$ cat config.mk
export PLATFORM = sky130hd
export DESIGN_NAME = repeater_port_role_test_regs
export DESIGN_NICKNAME = d
export VERILOG_FILES = /design/src/logic/role_test_pkg.sv /design/src/logic/repeater_port_role_test_regs.sv
export SDC_FILE = /design/constraint.sdc
export NUM_CORES = 1
export LEC_CHECK = 0
export BUFFER_PORTS_ARGS = -buffer_cell sky130_fd_sc_hd__buf_4
export CORE_MARGIN = 1.5
export CORE_UTILIZATION = 45
export CTS_CLUSTER_SIZE = 20
export DETAILED_ROUTE_END_ITERATION = 8
export PLACE_DENSITY = 0.76
export SLEW_MARGIN = 20
export SYNTH_ARGS = -nofsm -noshare
export SYNTH_HDL_FRONTEND = slang
export SYNTH_SLANG_ARGS = --single-unit
$ cat constraint.sdc
create_clock -name mclk -period 1.8 [get_ports mclk]
set_input_delay 0.27 -clock mclk [delete_from_list [all_inputs] [get_ports mclk]]
set_output_delay 0.27 -clock mclk [all_outputs]
set_load 0.01 [all_outputs]
$ cat src/logic/role_test_pkg.sv
// constants and carrier types for the port role and test register bank
package role_test_pkg;
	localparam logic [7:0] port_role_status_off = 8'h60;
	localparam logic [7:0] tx_swing_tuning_off = 8'h70;
	localparam logic [7:0] tx_preemphasis_tuning_off = 8'h71;
	localparam logic [7:0] rx_equalization_tuning_off = 8'h72;
	localparam logic [7:0] disconnect_squelch_threshold_off = 8'h73;
	localparam logic [7:0] test_control_off = 8'hF5;
	localparam logic [7:0] test_control_reset = 8'h32;
	localparam logic [7:0] tuning_reset = 8'h00;
	localparam int role_lsb = 3;
	localparam int force_bit = 3;
	localparam int detect_bit = 0;
	localparam logic [1:0] role_none = 2'h0;
	localparam logic [1:0] role_host = 2'h1;
	localparam logic [1:0] role_device = 2'h2;

	// register access request from the serial management front end
	typedef struct packed {
		logic wr;
		logic rd;
		logic [7:0] addr;
		logic [7:0] wdata;
	} reg_req_t;

	// whole state of the bank
	typedef struct packed {
		logic [1:0] role;
		logic primary_seen;
		logic forced_hs;
		logic [7:0] test_ctl;
		logic [7:0] tx_swing;
		logic [7:0] tx_pre;
		logic [7:0] rx_eq;
		logic [7:0] disc_sq;
		logic [7:0] rdata;
	} bank_state_t;
endpackage : role_test_pkg

$ cat src/logic/repeater_port_role_test_regs.sv
// register bank for port role, forced high-speed test mode and phy tuning
`timescale 1ns/100ps
module repeater_port_role_test_regs (
	input wire logic mclk,
	input wire logic rst_n,
	input wire logic soft_reset,
	input wire role_test_pkg::reg_req_t req,
	output logic [7:0] rdata,
	input wire logic host_mode_enable,
	input wire logic peripheral_mode_enable,
	input wire logic charging_port_secondary_detect_enable,
	input wire logic primary_detect_event,
	output logic forced_highspeed_active,
	output logic [7:0] tx_swing,
	output logic [7:0] tx_preemphasis,
	output logic [7:0] rx_equalization,
	output logic [7:0] disconnect_squelch
);
	import role_test_pkg::*;

	bank_state_t st;
	bank_state_t next_st;

	// next state: soft reset acts like hard reset on every field
	always_comb begin
		next_st = st;
		if (soft_reset) begin
			next_st = '0;
			next_st.test_ctl = test_control_reset;
		end else begin
			// first enable after reset decides the role, later ones ignored
			if (st.role == role_none) begin
				if (host_mode_enable)
					next_st.role = role_host;
				else if (peripheral_mode_enable)
					next_st.role = role_device;
			end
			if (charging_port_secondary_detect_enable && primary_detect_event)
				next_st.primary_seen = 1'b1;
			if (req.wr) begin
				case (req.addr)
					tx_swing_tuning_off: next_st.tx_swing = req.wdata;
					tx_preemphasis_tuning_off: next_st.tx_pre = req.wdata;
					rx_equalization_tuning_off: next_st.rx_eq = req.wdata;
					disconnect_squelch_threshold_off: next_st.disc_sq = req.wdata;
					test_control_off: next_st.test_ctl = req.wdata;
					default: ;
				endcase
			end
			// sticky: writing zero cannot leave the forced state
			if (next_st.test_ctl[force_bit])
				next_st.forced_hs = 1'b1;
			if (req.rd) begin
				case (req.addr)
					port_role_status_off: begin
						next_st.rdata = '0;
						next_st.rdata[role_lsb +: 2] = st.role;
						// inverted sense: zero means detection was seen or detection is disabled
						next_st.rdata[detect_bit] = charging_port_secondary_detect_enable
							& ~st.primary_seen;
					end
					tx_swing_tuning_off: next_st.rdata = st.tx_swing;
					tx_preemphasis_tuning_off: next_st.rdata = st.tx_pre;
					rx_equalization_tuning_off: next_st.rdata = st.rx_eq;
					disconnect_squelch_threshold_off: next_st.rdata = st.disc_sq;
					test_control_off: next_st.rdata = st.test_ctl;
					default: next_st.rdata = '0;
				endcase
			end
		end
	end

	// state register, constants only under reset
	always_ff @(posedge mclk or negedge rst_n) begin
		if (!rst_n) begin
			st <= '{test_ctl: test_control_reset, default: '0};
		end else begin
			st <= next_st;
		end
	end

	// outputs come straight from the state flops, no logic after them
	assign rdata = st.rdata;
	assign forced_highspeed_active = st.forced_hs;
	assign tx_swing = st.tx_swing;
	assign tx_preemphasis = st.tx_pre;
	assign rx_equalization = st.rx_eq;
	assign disconnect_squelch = st.disc_sq;

	// forced state, role, detection read and test write: the checks below watch the state flops directly,
	// so a slip in the next-state logic shows up one edge after it happens
	force_sticky_a: assert property (@(posedge mclk) disable iff (!rst_n)
		st.forced_hs && !soft_reset |=> st.forced_hs)
		else $error("forced high-speed state released without reset");
	force_set_a: assert property (@(posedge mclk) disable iff (!rst_n)
		req.wr && req.addr == test_control_off && req.wdata[force_bit] && !soft_reset |=> st.forced_hs)
		else $error("force bit write did not enter forced state");
	role_hold_a: assert property (@(posedge mclk) disable iff (!rst_n)
		st.role != role_none && !soft_reset |=> $stable(st.role))
		else $error("role changed after being chosen");
	role_none_a: assert property (@(posedge mclk) disable iff (!rst_n)
		soft_reset |=> st.role == role_none && !st.forced_hs)
		else $error("soft reset did not clear role");
	role_read_a: assert property (@(posedge mclk) disable iff (!rst_n)
		req.rd && req.addr == port_role_status_off && !soft_reset |=> rdata[4:3] == $past(st.role) && rdata[7:5] == 3'h0)
		else $error("role field read back wrong");
	detect_read_a: assert property (@(posedge mclk) disable iff (!rst_n)
		req.rd && req.addr == port_role_status_off && !soft_reset && charging_port_secondary_detect_enable
		&& st.primary_seen |=> rdata[0] == 1'b0)
		else $error("primary detection not reported");
	host_pick_a: assert property (@(posedge mclk) disable iff (!rst_n)
		st.role == role_none && host_mode_enable && !soft_reset |=> st.role == role_host)
		else $error("host enable did not select host role");
	test_rw_a: assert property (@(posedge mclk) disable iff (!rst_n)
		req.wr && req.addr == test_control_off && !soft_reset |=> st.test_ctl == $past(req.wdata))
		else $error("test register lost written value");

	// test register: software reads the reserved bits back before rewriting them
	test_read_a: assert property (@(posedge mclk) disable iff (!rst_n)
		req.rd && req.addr == test_control_off && !soft_reset |=> rdata == $past(st.test_ctl))
		else $error("test register read back wrong");
	force_entry_a: assert property (@(posedge mclk) disable iff (!rst_n)
		!st.forced_hs && !(req.wr && req.addr == test_control_off && req.wdata[force_bit])
		|=> !st.forced_hs)
		else $error("forced state entered without a force write");
	force_reset_a: assert property (@(posedge mclk) disable iff (!rst_n)
		soft_reset |=> !forced_highspeed_active && st.test_ctl == test_control_reset)
		else $error("soft reset did not restore the test register");

	// role selection: host wins a tie, and no role appears without an enable;
	// the reserved code must never be reachable from any input sequence
	periph_pick_a: assert property (@(posedge mclk) disable iff (!rst_n)
		st.role == role_none && !host_mode_enable && peripheral_mode_enable && !soft_reset
		|=> st.role == role_device)
		else $error("peripheral enable did not select device role");
	host_tie_a: assert property (@(posedge mclk) disable iff (!rst_n)
		st.role == role_none && host_mode_enable && peripheral_mode_enable && !soft_reset
		|=> st.role == role_host)
		else $error("host enable lost a tie with peripheral enable");
	role_wait_a: assert property (@(posedge mclk) disable iff (!rst_n)
		st.role == role_none && !host_mode_enable && !peripheral_mode_enable |=> st.role == role_none)
		else $error("role chosen without an enable");
	role_code_a: assert property (@(posedge mclk) disable iff (!rst_n)
		st.role != 2'h3)
		else $error("reserved role code reached");
	role_write_a: assert property (@(posedge mclk) disable iff (!rst_n)
		req.wr && req.addr == port_role_status_off && !host_mode_enable && !peripheral_mode_enable
		&& !soft_reset |=> $stable(st.role))
		else $error("write changed the read only role field");
	role_spare_a: assert property (@(posedge mclk) disable iff (!rst_n)
		req.rd && req.addr == port_role_status_off && !soft_reset |=> rdata[2:1] == 2'h0)
		else $error("reserved bits of role status not zero");

	// detection flag: latched only while the enable is high, sticky until a reset
	detect_set_a: assert property (@(posedge mclk) disable iff (!rst_n)
		charging_port_secondary_detect_enable && primary_detect_event && !soft_reset |=> st.primary_seen)
		else $error("primary detection with enable not latched");
	detect_gate_a: assert property (@(posedge mclk) disable iff (!rst_n)
		!st.primary_seen && !(charging_port_secondary_detect_enable && primary_detect_event)
		|=> !st.primary_seen)
		else $error("primary detection latched without enable and event");
	detect_keep_a: assert property (@(posedge mclk) disable iff (!rst_n)
		st.primary_seen && !soft_reset |=> st.primary_seen)
		else $error("primary detection flag lost without reset");
	detect_clear_a: assert property (@(posedge mclk) disable iff (!rst_n)
		soft_reset |=> !st.primary_seen)
		else $error("soft reset left the detection flag set");
	detect_idle_a: assert property (@(posedge mclk) disable iff (!rst_n)
		req.rd && req.addr == port_role_status_off && !soft_reset && charging_port_secondary_detect_enable
		&& !st.primary_seen |=> rdata[0] == 1'b1)
		else $error("detection reported before it was seen");
	detect_off_a: assert property (@(posedge mclk) disable iff (!rst_n)
		req.rd && req.addr == port_role_status_off && !soft_reset && !charging_port_secondary_detect_enable
		|=> rdata[0] == 1'b0)
		else $error("detection bit set while detection is disabled");

	// tuning registers hold exactly what software last wrote, so a platform can
	// refine the starting values freely; nothing but a write or a reset moves them
	swing_write_a: assert property (@(posedge mclk) disable iff (!rst_n)
		req.wr && req.addr == tx_swing_tuning_off && !soft_reset |=> tx_swing == $past(req.wdata))
		else $error("swing tuning lost written value");
	pre_write_a: assert property (@(posedge mclk) disable iff (!rst_n)
		req.wr && req.addr == tx_preemphasis_tuning_off && !soft_reset |=> tx_preemphasis == $past(req.wdata))
		else $error("pre-emphasis tuning lost written value");
	eq_write_a: assert property (@(posedge mclk) disable iff (!rst_n)
		req.wr && req.addr == rx_equalization_tuning_off && !soft_reset |=> rx_equalization == $past(req.wdata))
		else $error("equalization tuning lost written value");
	squelch_write_a: assert property (@(posedge mclk) disable iff (!rst_n)
		req.wr && req.addr == disconnect_squelch_threshold_off && !soft_reset
		|=> disconnect_squelch == $past(req.wdata))
		else $error("threshold tuning lost written value");
	tune_hold_a: assert property (@(posedge mclk) disable iff (!rst_n)
		!req.wr && !soft_reset |=> $stable(tx_swing) && $stable(tx_preemphasis) && $stable(rx_equalization)
		&& $stable(disconnect_squelch))
		else $error("tuning value changed without a write");
	tune_clear_a: assert property (@(posedge mclk) disable iff (!rst_n)
		soft_reset |=> tx_swing == tuning_reset && tx_preemphasis == tuning_reset
		&& rx_equalization == tuning_reset && disconnect_squelch == tuning_reset && rdata == 8'h00)
		else $error("soft reset did not clear tuning and read data");

	// read path: each tuning and test register reads back its own flops, unmapped offsets read zero
	swing_read_a: assert property (@(posedge mclk) disable iff (!rst_n)
		req.rd && req.addr == tx_swing_tuning_off && !soft_reset |=> rdata == $past(tx_swing))
		else $error("swing tuning read back wrong");
	pre_read_a: assert property (@(posedge mclk) disable iff (!rst_n)
		req.rd && req.addr == tx_preemphasis_tuning_off && !soft_reset |=> rdata == $past(tx_preemphasis))
		else $error("pre-emphasis tuning read back wrong");
	eq_read_a: assert property (@(posedge mclk) disable iff (!rst_n)
		req.rd && req.addr == rx_equalization_tuning_off && !soft_reset |=> rdata == $past(rx_equalization))
		else $error("equalization tuning read back wrong");
	squelch_read_a: assert property (@(posedge mclk) disable iff (!rst_n)
		req.rd && req.addr == disconnect_squelch_threshold_off && !soft_reset
		|=> rdata == $past(disconnect_squelch))
		else $error("threshold tuning read back wrong");
	unmapped_read_a: assert property (@(posedge mclk) disable iff (!rst_n)
		req.rd && !soft_reset && req.addr != port_role_status_off && req.addr != tx_swing_tuning_off
		&& req.addr != tx_preemphasis_tuning_off && req.addr != rx_equalization_tuning_off
		&& req.addr != disconnect_squelch_threshold_off && req.addr != test_control_off |=> rdata == 8'h00)
		else $error("unmapped offset read back non-zero");
	rdata_hold_a: assert property (@(posedge mclk) disable iff (!rst_n)
		!req.rd && !soft_reset |=> $stable(rdata))
		else $error("read data changed without a read");
endmodule : repeater_port_role_test_regs

==> Word-level counts from Yosys, hierarchy flattened <==
Index checks and enable logic that the tools add are counted.
Widths: inputs -> output; s select.
{ "op_classes": {"n_addsub": 0, "multipliers": 0, "n_div": 0, "n_lt_le_gt_ge": 0, "eq_ne": 6, "n_shift": 0, "mux": 15, "bitwise": 2, "reduce_logical": 19} }
{ "op_table": {"columns": ["op", "count"], "rows": [
  ["$mux 40", 2],
  ["$mux 52", 1],
  ["$mux 8", 6],
  ["$pmux 8 s6", 1],
  ["$eq 8x7->1 const B", 5],
  ["$reduce_bool 2->1", 10],
  ["$reduce_and 2->1", 6],
  ["$eq 8x8->1 const B", 1],
  ["$mux 2", 3],
  ["$reduce_bool 3->1", 1],
  ["$logic_not 2->1", 1],
  ["$mux 1", 2],
  ["$and 1x1->1", 1],
  ["$logic_and 1x1->1", 1],
  ["$not 1->1", 1]
]} }
{ "totals": {"ff_bits": 52, "latchBits": 0, "ram_bits": 0, "mem_bits_ro": 0, "input_bits": 25, "out_inout_bits": 41, "word_cells": 52, "mem_count": 0} }

==> Longest topological paths before layout <==
Gate-level depths: netlist (run 1).
{ "depth": {"depth_word": 6, "ltp_mapped": 7, "mapped_depth_nobuf": 4} }

==> Worst setup path after synthesis (run 1) <==
Ideal clock, no wire load.
{ "synth_timing": {"kind": "input -> register", "startpoint": "in req[8] (netlist name)", "endpoint": "reg st (netlist bit tx_swing[0])", "setup_time_ns": 0.132, "arrival_ns": 1.334, "t_required_ns": 1.668, "path_slack_ns": 0.334, "stages": 5, "path_buffers": 1, "path_cell_list": "buf_6 nor4_4 nand3_2 mux2i_1 nor2_1"} }
{ "synth_via": {"elab_chain_cells": 3} }
{ "synth_lines": {"columns": ["item", "line_no", "rtl"], "rows": [
  ["start: declaration", "repeater_port_role_test_regs.sv:7", "input wire role_test_pkg::reg_req_t req,"],
  ["$eq 8x7->1", "repeater_port_role_test_regs.sv:41", "case (req.addr)"],
  ["$reduce_bool 2->1 (no source line)", null, null],
  ["$reduce_and 2->1 (no source line)", null, null],
  ["end signal: assignment", "repeater_port_role_test_regs.sv:78", "st <= next_st;"],
  ["end: declaration", "repeater_port_role_test_regs.sv:21", "bank_state_t st;"]
]} }
No other way between the ends.
A chain may end at the register's enable or synchronous reset.

==> Worst setup path after layout (run 1) <==
{ "layout_timing": {"startpoint": "reg st[50] (netlist name)", "endpoint": "reg st (netlist bit rdata[3])"} }
{ "layout_via": {"elab_chain_cells": 3} }
{ "layout_lines": {"columns": ["item", "line_no", "rtl"], "rows": [
  ["$pmux 8 s6", "repeater_port_role_test_regs.sv:54", "case (req.addr)"],
  ["$mux 8", "repeater_port_role_test_regs.sv:53", "if (req.rd) begin"],
  ["$mux 52", "repeater_port_role_test_regs.sv:27", "if (soft_reset) begin"]
]} }
No other way between the ends. The select of a mux whose other input is x is not followed.

==> reports/qor.yml, run 1 <==
status: "finished with violations"
violations: "negative hold slack"
antenna_found_initial: 0
row_count: 29
drcViolationCount: 0
rsz0062_at_grt: "no"
period_needed_ps: 1466
synth_flop_cell: "dfrtp_1"
critPathRequiredTime_ps: 2010
synthDistinctLibCells: 36
synth-edff-count: 0
setup_violations: 0
synthXorXnorAreaFrac_pct: 0
cts-htree-levels: 2
clock_skew_ps: 13.75
hold_buffers: 0
synth_seq_cells: 52
core-area_mm2: 0.006314
yosys.area_share.adder_pct: 0
synth-compound-area-share_pct: 10.09
cts_resized: 0
worst_ep_arrival_time_ps: 1670
fin_total_pwr_uw: 2040
tightest_slew_ps: 662.8
area_delta_synth_final_pct: 10.48
numPortBuffers: 65
drtIter0Drc: 145
gp_congestion: 0.7934
worstSetupPathType: "register to register"
final_cells: 376
syn_area_mm2: 0.002925
final_core_util_pct: 51.19
swShare_pct: 25.47
cts_post_setup_buffers_inserted: 0
avgSynthCellArea_um2: 10.68
p_int_uw: 1520
fillers: 615
clockBufferDepth: 2
synth_warnings: 0
cts.sinks: 52
max_freq_mhz: 682.1
dp_cells: 368
setup_slack_ps: 334.0
p_comb_share_pct: 9.3
maxCapViolCount: 0
drtPass1Iterations: 4
multiInputGateArea_mm2: 0.001199
cts_root_buffer: "clkbuf_8"
ys_seq_area_share_pct: 44.61
num-nets-final: 323
cts_buffers: 5
critPathMaxFanout: 3
dieArea_mm2: 0.006993
clkTransAtPathRegs_ps: 100
wl_per_cell_um: 16.70
via_per_inst: 5.434
yosysMostFrequentCell: "nor2_1"
fin_hold_ws_ps: -27.39
ys_async_sr_fraction_pct: 100.0
max-slew-margin-rel_pct: 55.81
slew_violations: 0
clkPwrFrac_pct: 32.7
num_vias: 2043
synth_top_family_by_area: "multiplexers"
grt.overflow.total: 0
p_switching_uw: 519.6
grt_max_degree: 53
path_cells: "or3b_2 -> a21oi_1 -> o21ai_0 -> a311oi_1"
max_stage_delay_ps: 450
p_seq_share_pct: 58.0
muxShareOfSynthArea_pct: 15.61
diodes: 0
grt_pass1_wl_mm: 10.53
ant_nets: 0
layout-drive-gt1-share_pct: 32.78
synthSimpleGateAreaFrac_pct: 15.27
dieWidth_um: 83.63
start_util_pct: 46.33
p_per_area_mw_per_mm2: 631.2
cp-start-kind: "register"
place_ws_ps: 121.6
seqCellArea_mm2: 0.001305
hpwlAfterDp_mm: 4.591
finalHoldViolCount: 14
synth_top_area_cell: "dfrtp_1"
crit_slowest_cell: "or3b_2"
timing.setup.tns_ps: 0
grt_pass1_vias: 2053
synthCells: 274
syn-num-nets: 299
timing.final.crit_share_pct: 81.44
tritoncts: "done"
netlist.area_leader.share_pct: 41.92
hold_path_class: "primary input to async pin"
irDropWorstVdd_uv: 494.5
io_pins: 66
die_y_um: 83.63
clkLatencyLatePin_ps: 310
drt-total-wl_mm: 6.279
synth_area_leaders: "dfrtp_1, mux2i_1, buf_4, nor2_1, dfstp_2"
crit_path_end_kind: "register"
p_leak_uw: 0.001713
yosys-top-cells-count: "nor2_1, dfrtp_1, buf_4, mux2i_1, a22oi_1"
grt_usage_pct: 18.84
## metal layers
| layer | track usage [%] | vias to the layer above | wire length (um) |
|---|---|---|---|
| met4 | 4.918 | 0 | 72 |
| met2 | 29.40 | 67 | 2976 |
| li1 | - | 965 | - |
| met1 | 26.49 | 1004 | 2838 |
| met5 | 0 | - | 0 |
| met3 | 4.451 | 7 | 391 |
## metrics by stage
step | cell area (um2) | hold slack, ps
floorplan | 2925 | -25.59
global placement | 3144 | 336.9
detailed placement | 3144 | 352.0
CTS | 3232 | 8.514
global route | 3232 | 19.50
finish | 3232 | -27.39
## final timing paths
path                       endpoint  depth (start not counted)  slack [ps]            startpoint
setup reg to reg           rdata[3]                          4         330                st[50]
setup / recovery           rdata[3]                          4         330                st[50]
hold reg to reg            rdata[6]                          1         510              rdata[6]
max in group asynchronous    st[40]                          1        1370                 rst_n
hold / removal             rdata[6]                          1         -30                 rst_n
min in group mclk            st[49]                          3         200  primary_detect_event
## area by class of cell
class	count	share of cell area, %
clock buffers	5	2.129
clock inverters	3	0.5807
repair buffers	70	16.26
inverters	5	0.5807
flip-flops and latches	52	40.38
well taps	77	2.981
multi-input cells	164	37.09
## placed cells by master (no fill, tap or decap)
cell type / count
inv_1: 5
or3b_2: 2
a21oi_1: 7
nand3_1: 3
o21bai_1: 1
and4b_2: 1
nor2b_1: 1
dfstp_2: 3
a22oi_1: 10
clkinv_2: 2
a211o_1: 3
clkinv_4: 1
and3_1: 1
and4b_1: 1
nand3_2: 3
nand4b_4: 1
o21ai_0: 3
a32oi_1: 1
nor2_1: 52
nor4_4: 2
nor3b_2: 1
or4b_1: 1
and2_1: 1
o22ai_1: 5
dfrtp_1: 49
a311oi_1: 3
clkbuf_8: 5
mux2i_1: 40
nand4_2: 1
mux2_2: 5
nand2_1: 5
buf_4: 70
and3b_1: 1
a22o_1: 8
nand3b_4: 1
## critical path, delay by kind of cell (launching register included)
family / cells / cell delay [ps]
flops: 1 / 380
compound gates: 3 / 530
simple gates: 1 / 450
## cell families (layout without fill, tap and decap cells)
logic type / Yosys count / after routing
AO/OA/AOI/OAI: 41 / 41
buffers and inverters: 58 / 83
flip-flops: 52 / 52
multiplexers: 45 / 45
AND/OR/NAND/NOR: 78 / 78
## state kept, by name, indices dropped and copies added, names as in the netlist
register and flops:
disconnect_squelch 8, forced_highspeed_active 1, rdata 8, rx_equalization 8, st 11, tx_preemphasis 8, tx_swing 8
## power by group through the flow
stage	Sequential, uW	Clock, uW	Combinational [uW]
floorplan	1200	0	94.9
global route	1180	747	210
CTS	1180	690	193
global placement	1210	0	189
detailed placement	1210	0	193
finish	1180	667	191
Power figures use the tool's default switching activity.
==> run 2, diff against run 1 <==
--- a/config.mk
+++ b/config.mk
@@ -5,12 +5,13 @@
 export SDC_FILE = /design/constraint.sdc
 export NUM_CORES = 1
 export LEC_CHECK = 0
+export ABC_AREA = 1
 export BUFFER_PORTS_ARGS = -buffer_cell sky130_fd_sc_hd__buf_4
 export CORE_MARGIN = 1.5
 export CORE_UTILIZATION = 45
 export CTS_CLUSTER_SIZE = 20
 export DETAILED_ROUTE_END_ITERATION = 8
-export PLACE_DENSITY = 0.76
+export PLACE_DENSITY = 0.77
 export SLEW_MARGIN = 20
 export SYNTH_ARGS = -nofsm -noshare
 export SYNTH_HDL_FRONTEND = slang
==> constraint.sdc (replaced) <==
create_clock -name mclk -period 1.5 [get_ports mclk]
set_input_delay 0.225 -clock mclk [delete_from_list [all_inputs] [get_ports mclk]]
set_output_delay 0.225 -clock mclk [all_outputs]
set_load 0.01 [all_outputs]
==> run 2 against run 1 <==
  * The run now ends clean
  * Combinational power is 14% higher
  * Clock skew is 12 ps lower
  * Sequential cell count stayed put
  * Area after synthesis is 2.4% lower
  * Clock power is 22% higher
  * First-iteration DRC count is 14% higher
  * Synthesized cell count is 32% higher
  * Final cell count is 26% higher
  * Die area is 2.4% lower
  * Critical path depth is 4 higher
  * Sequential share of layout area is 0.46 points lower
  * Worst hold slack better by 200 ps
  * Critical endpoint is now rx_equalization[1]
==> reports/qor.yml, run 2 <==
p_comb_share_pct: 8.9
setup_slack_ps: 314.8
drtPass1Iterations: 5
syn-num-nets: 388
clkLatencyLatePin_ps: 300
synth_flop_cell: "dfrtp_1"
slew_violations: 0
grt.overflow.total: 0
cts_root_buffer: "clkbuf_8"
avgSynthCellArea_um2: 7.862
setup_violations: 0
irDropWorstVdd_uv: 452.2
grt_pass1_wl_mm: 11.13
synth_warnings: 0
hold_path_class: "primary input to register"
cts_buffers: 5
fin_total_pwr_uw: 2446
wl_per_cell_um: 15.12
largest-register: "st"
hpwlAfterDp_mm: 5.361
tritoncts: "done"
dieWidth_um: 82.64
place_area_mm2: 0.003169
antenna_found_initial: 0
fin_area_mm2: 0.003269
layout-drive-gt1-share_pct: 26.13
final_cells: 473
grt_usage_pct: 22.28
cp-start-kind: "primary input"
cts.sinks: 52
p_leak_uw: 0.001710
synth_area_leaders: "dfrtp_1, nand2_1, buf_4, nand3_1, o21ai_0"
dp_cells: 464
largest_register_ffs: 11
clock_skew_ps: 2.206
syn_area_mm2: 0.002854
max-slew-margin-rel_pct: 56.61
cts-htree-levels: 2
final_cell_mix: "nand2_1, buf_4, nand3_1"
max_freq_mhz: 843.8
yosys-top-cells-count: "nand2_1, nand3_1, dfrtp_1, buf_4, o21ai_0"
die_y_um: 82.64
max_stage_delay_ps: 270
area_delta_synth_final_pct: 14.56
synthCells: 363
worst_ep_arrival_time_ps: 1370
core-area_mm2: 0.006026
grt_pass1_vias: 2256
place_ws_ps: -3.042
swShare_pct: 23.93
cts_post_setup_buffers_inserted: 0
start_util_pct: 47.36
drtIter0Drc: 166
fin_hold_ws_ps: 173.7
path_cells: "buf_4 -> inv_1 -> nand2_1 -> nor2_2 -> buf_4 -> nand3_1 -> nand3_1 -> o21ai_0"
clkPwrFrac_pct: 33.3
crit_path_end_kind: "register"
gp_congestion: 0.8463
status: "complete, no violations"
synth_seq_cells: 52
drt-total-wl_mm: 7.152
tightest_slew_ps: 650.9
synthDistinctLibCells: 25
critPathMaxFanout: 19
worstSetupPathType: "primary input to register"
yosysMostFrequentCell: "nand2_1"
ys_async_sr_fraction_pct: 100.0
drcViolationCount: 0
p_int_uw: 1861
timing.final.crit_share_pct: 79.01
synth-edff-count: 0
final_common_cell: "nand2_1"
ant_nets: 0
netlist.area_leader.share_pct: 42.96
numPortBuffers: 65
diodes: 0
rsz0062_at_grt: "no"
num-nets-final: 422
row_count: 28
critPathRequiredTime_ps: 1680
num_vias: 2513
grt_max_degree: 53
via_per_inst: 5.313
io_pins: 66
synth_top_area_cell: "dfrtp_1"
dieArea_mm2: 0.006829
ys_seq_area_share_pct: 45.73
maxCapViolCount: 0
clkTransAtPathRegs_ps: 90
period_needed_ps: 1185
p_switching_uw: 585.5
finalHoldViolCount: 0
p_seq_share_pct: 57.8
crit_slowest_cell: "nand3_1"
clockBufferDepth: 2
p_per_area_mw_per_mm2: 748.2
run 2: changes by cell type in the layout (fill, tap and decap cells not counted), sizes merged, moves of 5 or more:
cell	previous run	this run
nand2	5	97
nand3	6	59
mux2i	40	0
o21ai	3	36
inv	5	32
nor2	52	28
a22oi	10	0
a22o	8	0
mux2	5	0
o22ai	5	0
run 2: critical path, delay by kind of cell:
kind,cells,cell delay [ps]
AND/OR/NAND/NOR,4,620
buffers and inverters,3,410
AO/OA/AOI/OAI,1,100
run 2: what timing repair did:
action / CTS / global route
gates resized for setup: 0 / 0
hold endpoints to repair: 49 / 0
hold buffers: 1 / 0
run 2: area by class of cell:
cell class / count / area, um2
timing repair buffer: 74 / 570.5
fill: 607 / 2756
clock buffer: 8 / 90.09
multi-input combinational: 231 / 1086
tap: 75 / 93.84
inverter: 33 / 123.9
sequential: 52 / 1305
run 2: path summary, 6_finish.rpt:
check	from	to	slack, ps	cells past startpoint
max	req[15]	rx_equalization[1]	310	8
min	req[1]	st[41]	170	3
max reg2reg	rx_equalization[5]	rdata[5]	470	6
min reg2reg	rdata[1]	rdata[1]	490	2
max in group asynchronous	rst_n	st[47]	570	2
min in group asynchronous	rst_n	st[51]	490	2
run 2: cell families after synthesis:
logic type             after synthesis  synth area share [%]
buffers and inverters               80                 16.22
DFF                                 52                 45.73
AOI/OAI and AO/OA                   44                 8.680
and+or+nand+nor                    187                 29.37
run 2: metal layers:
metal  GRT usage [%]  vias to the layer above  part of all wire (%)
met5               0                        -                     0
met4           6.500                        0                   1.4
met3           4.725                       10                   8.6
met2           35.28                      116                    48
met1           30.75                     1193                    42
li1                -                     1194                     -
run 2: power groups by stage:
stage               Sequential, uW  Clock (uW)  Combinational, uW
floorplan                     1440           0               93.0
global placement              1440           0                212
detailed placement            1440           0                216
CTS                           1410         826                219
global route                  1410         890                241
finish                        1410         815                218
run 2: through the flow:
stage	utilization, %	setup TNS, ps
6_report	54.26	0
5_1_grt	54.26	0
4_1_cts	54.26	0
3_5_place_dp	52.60	-3.042
3_3_place_gp	52.60	0
2_1_floorplan	-	0
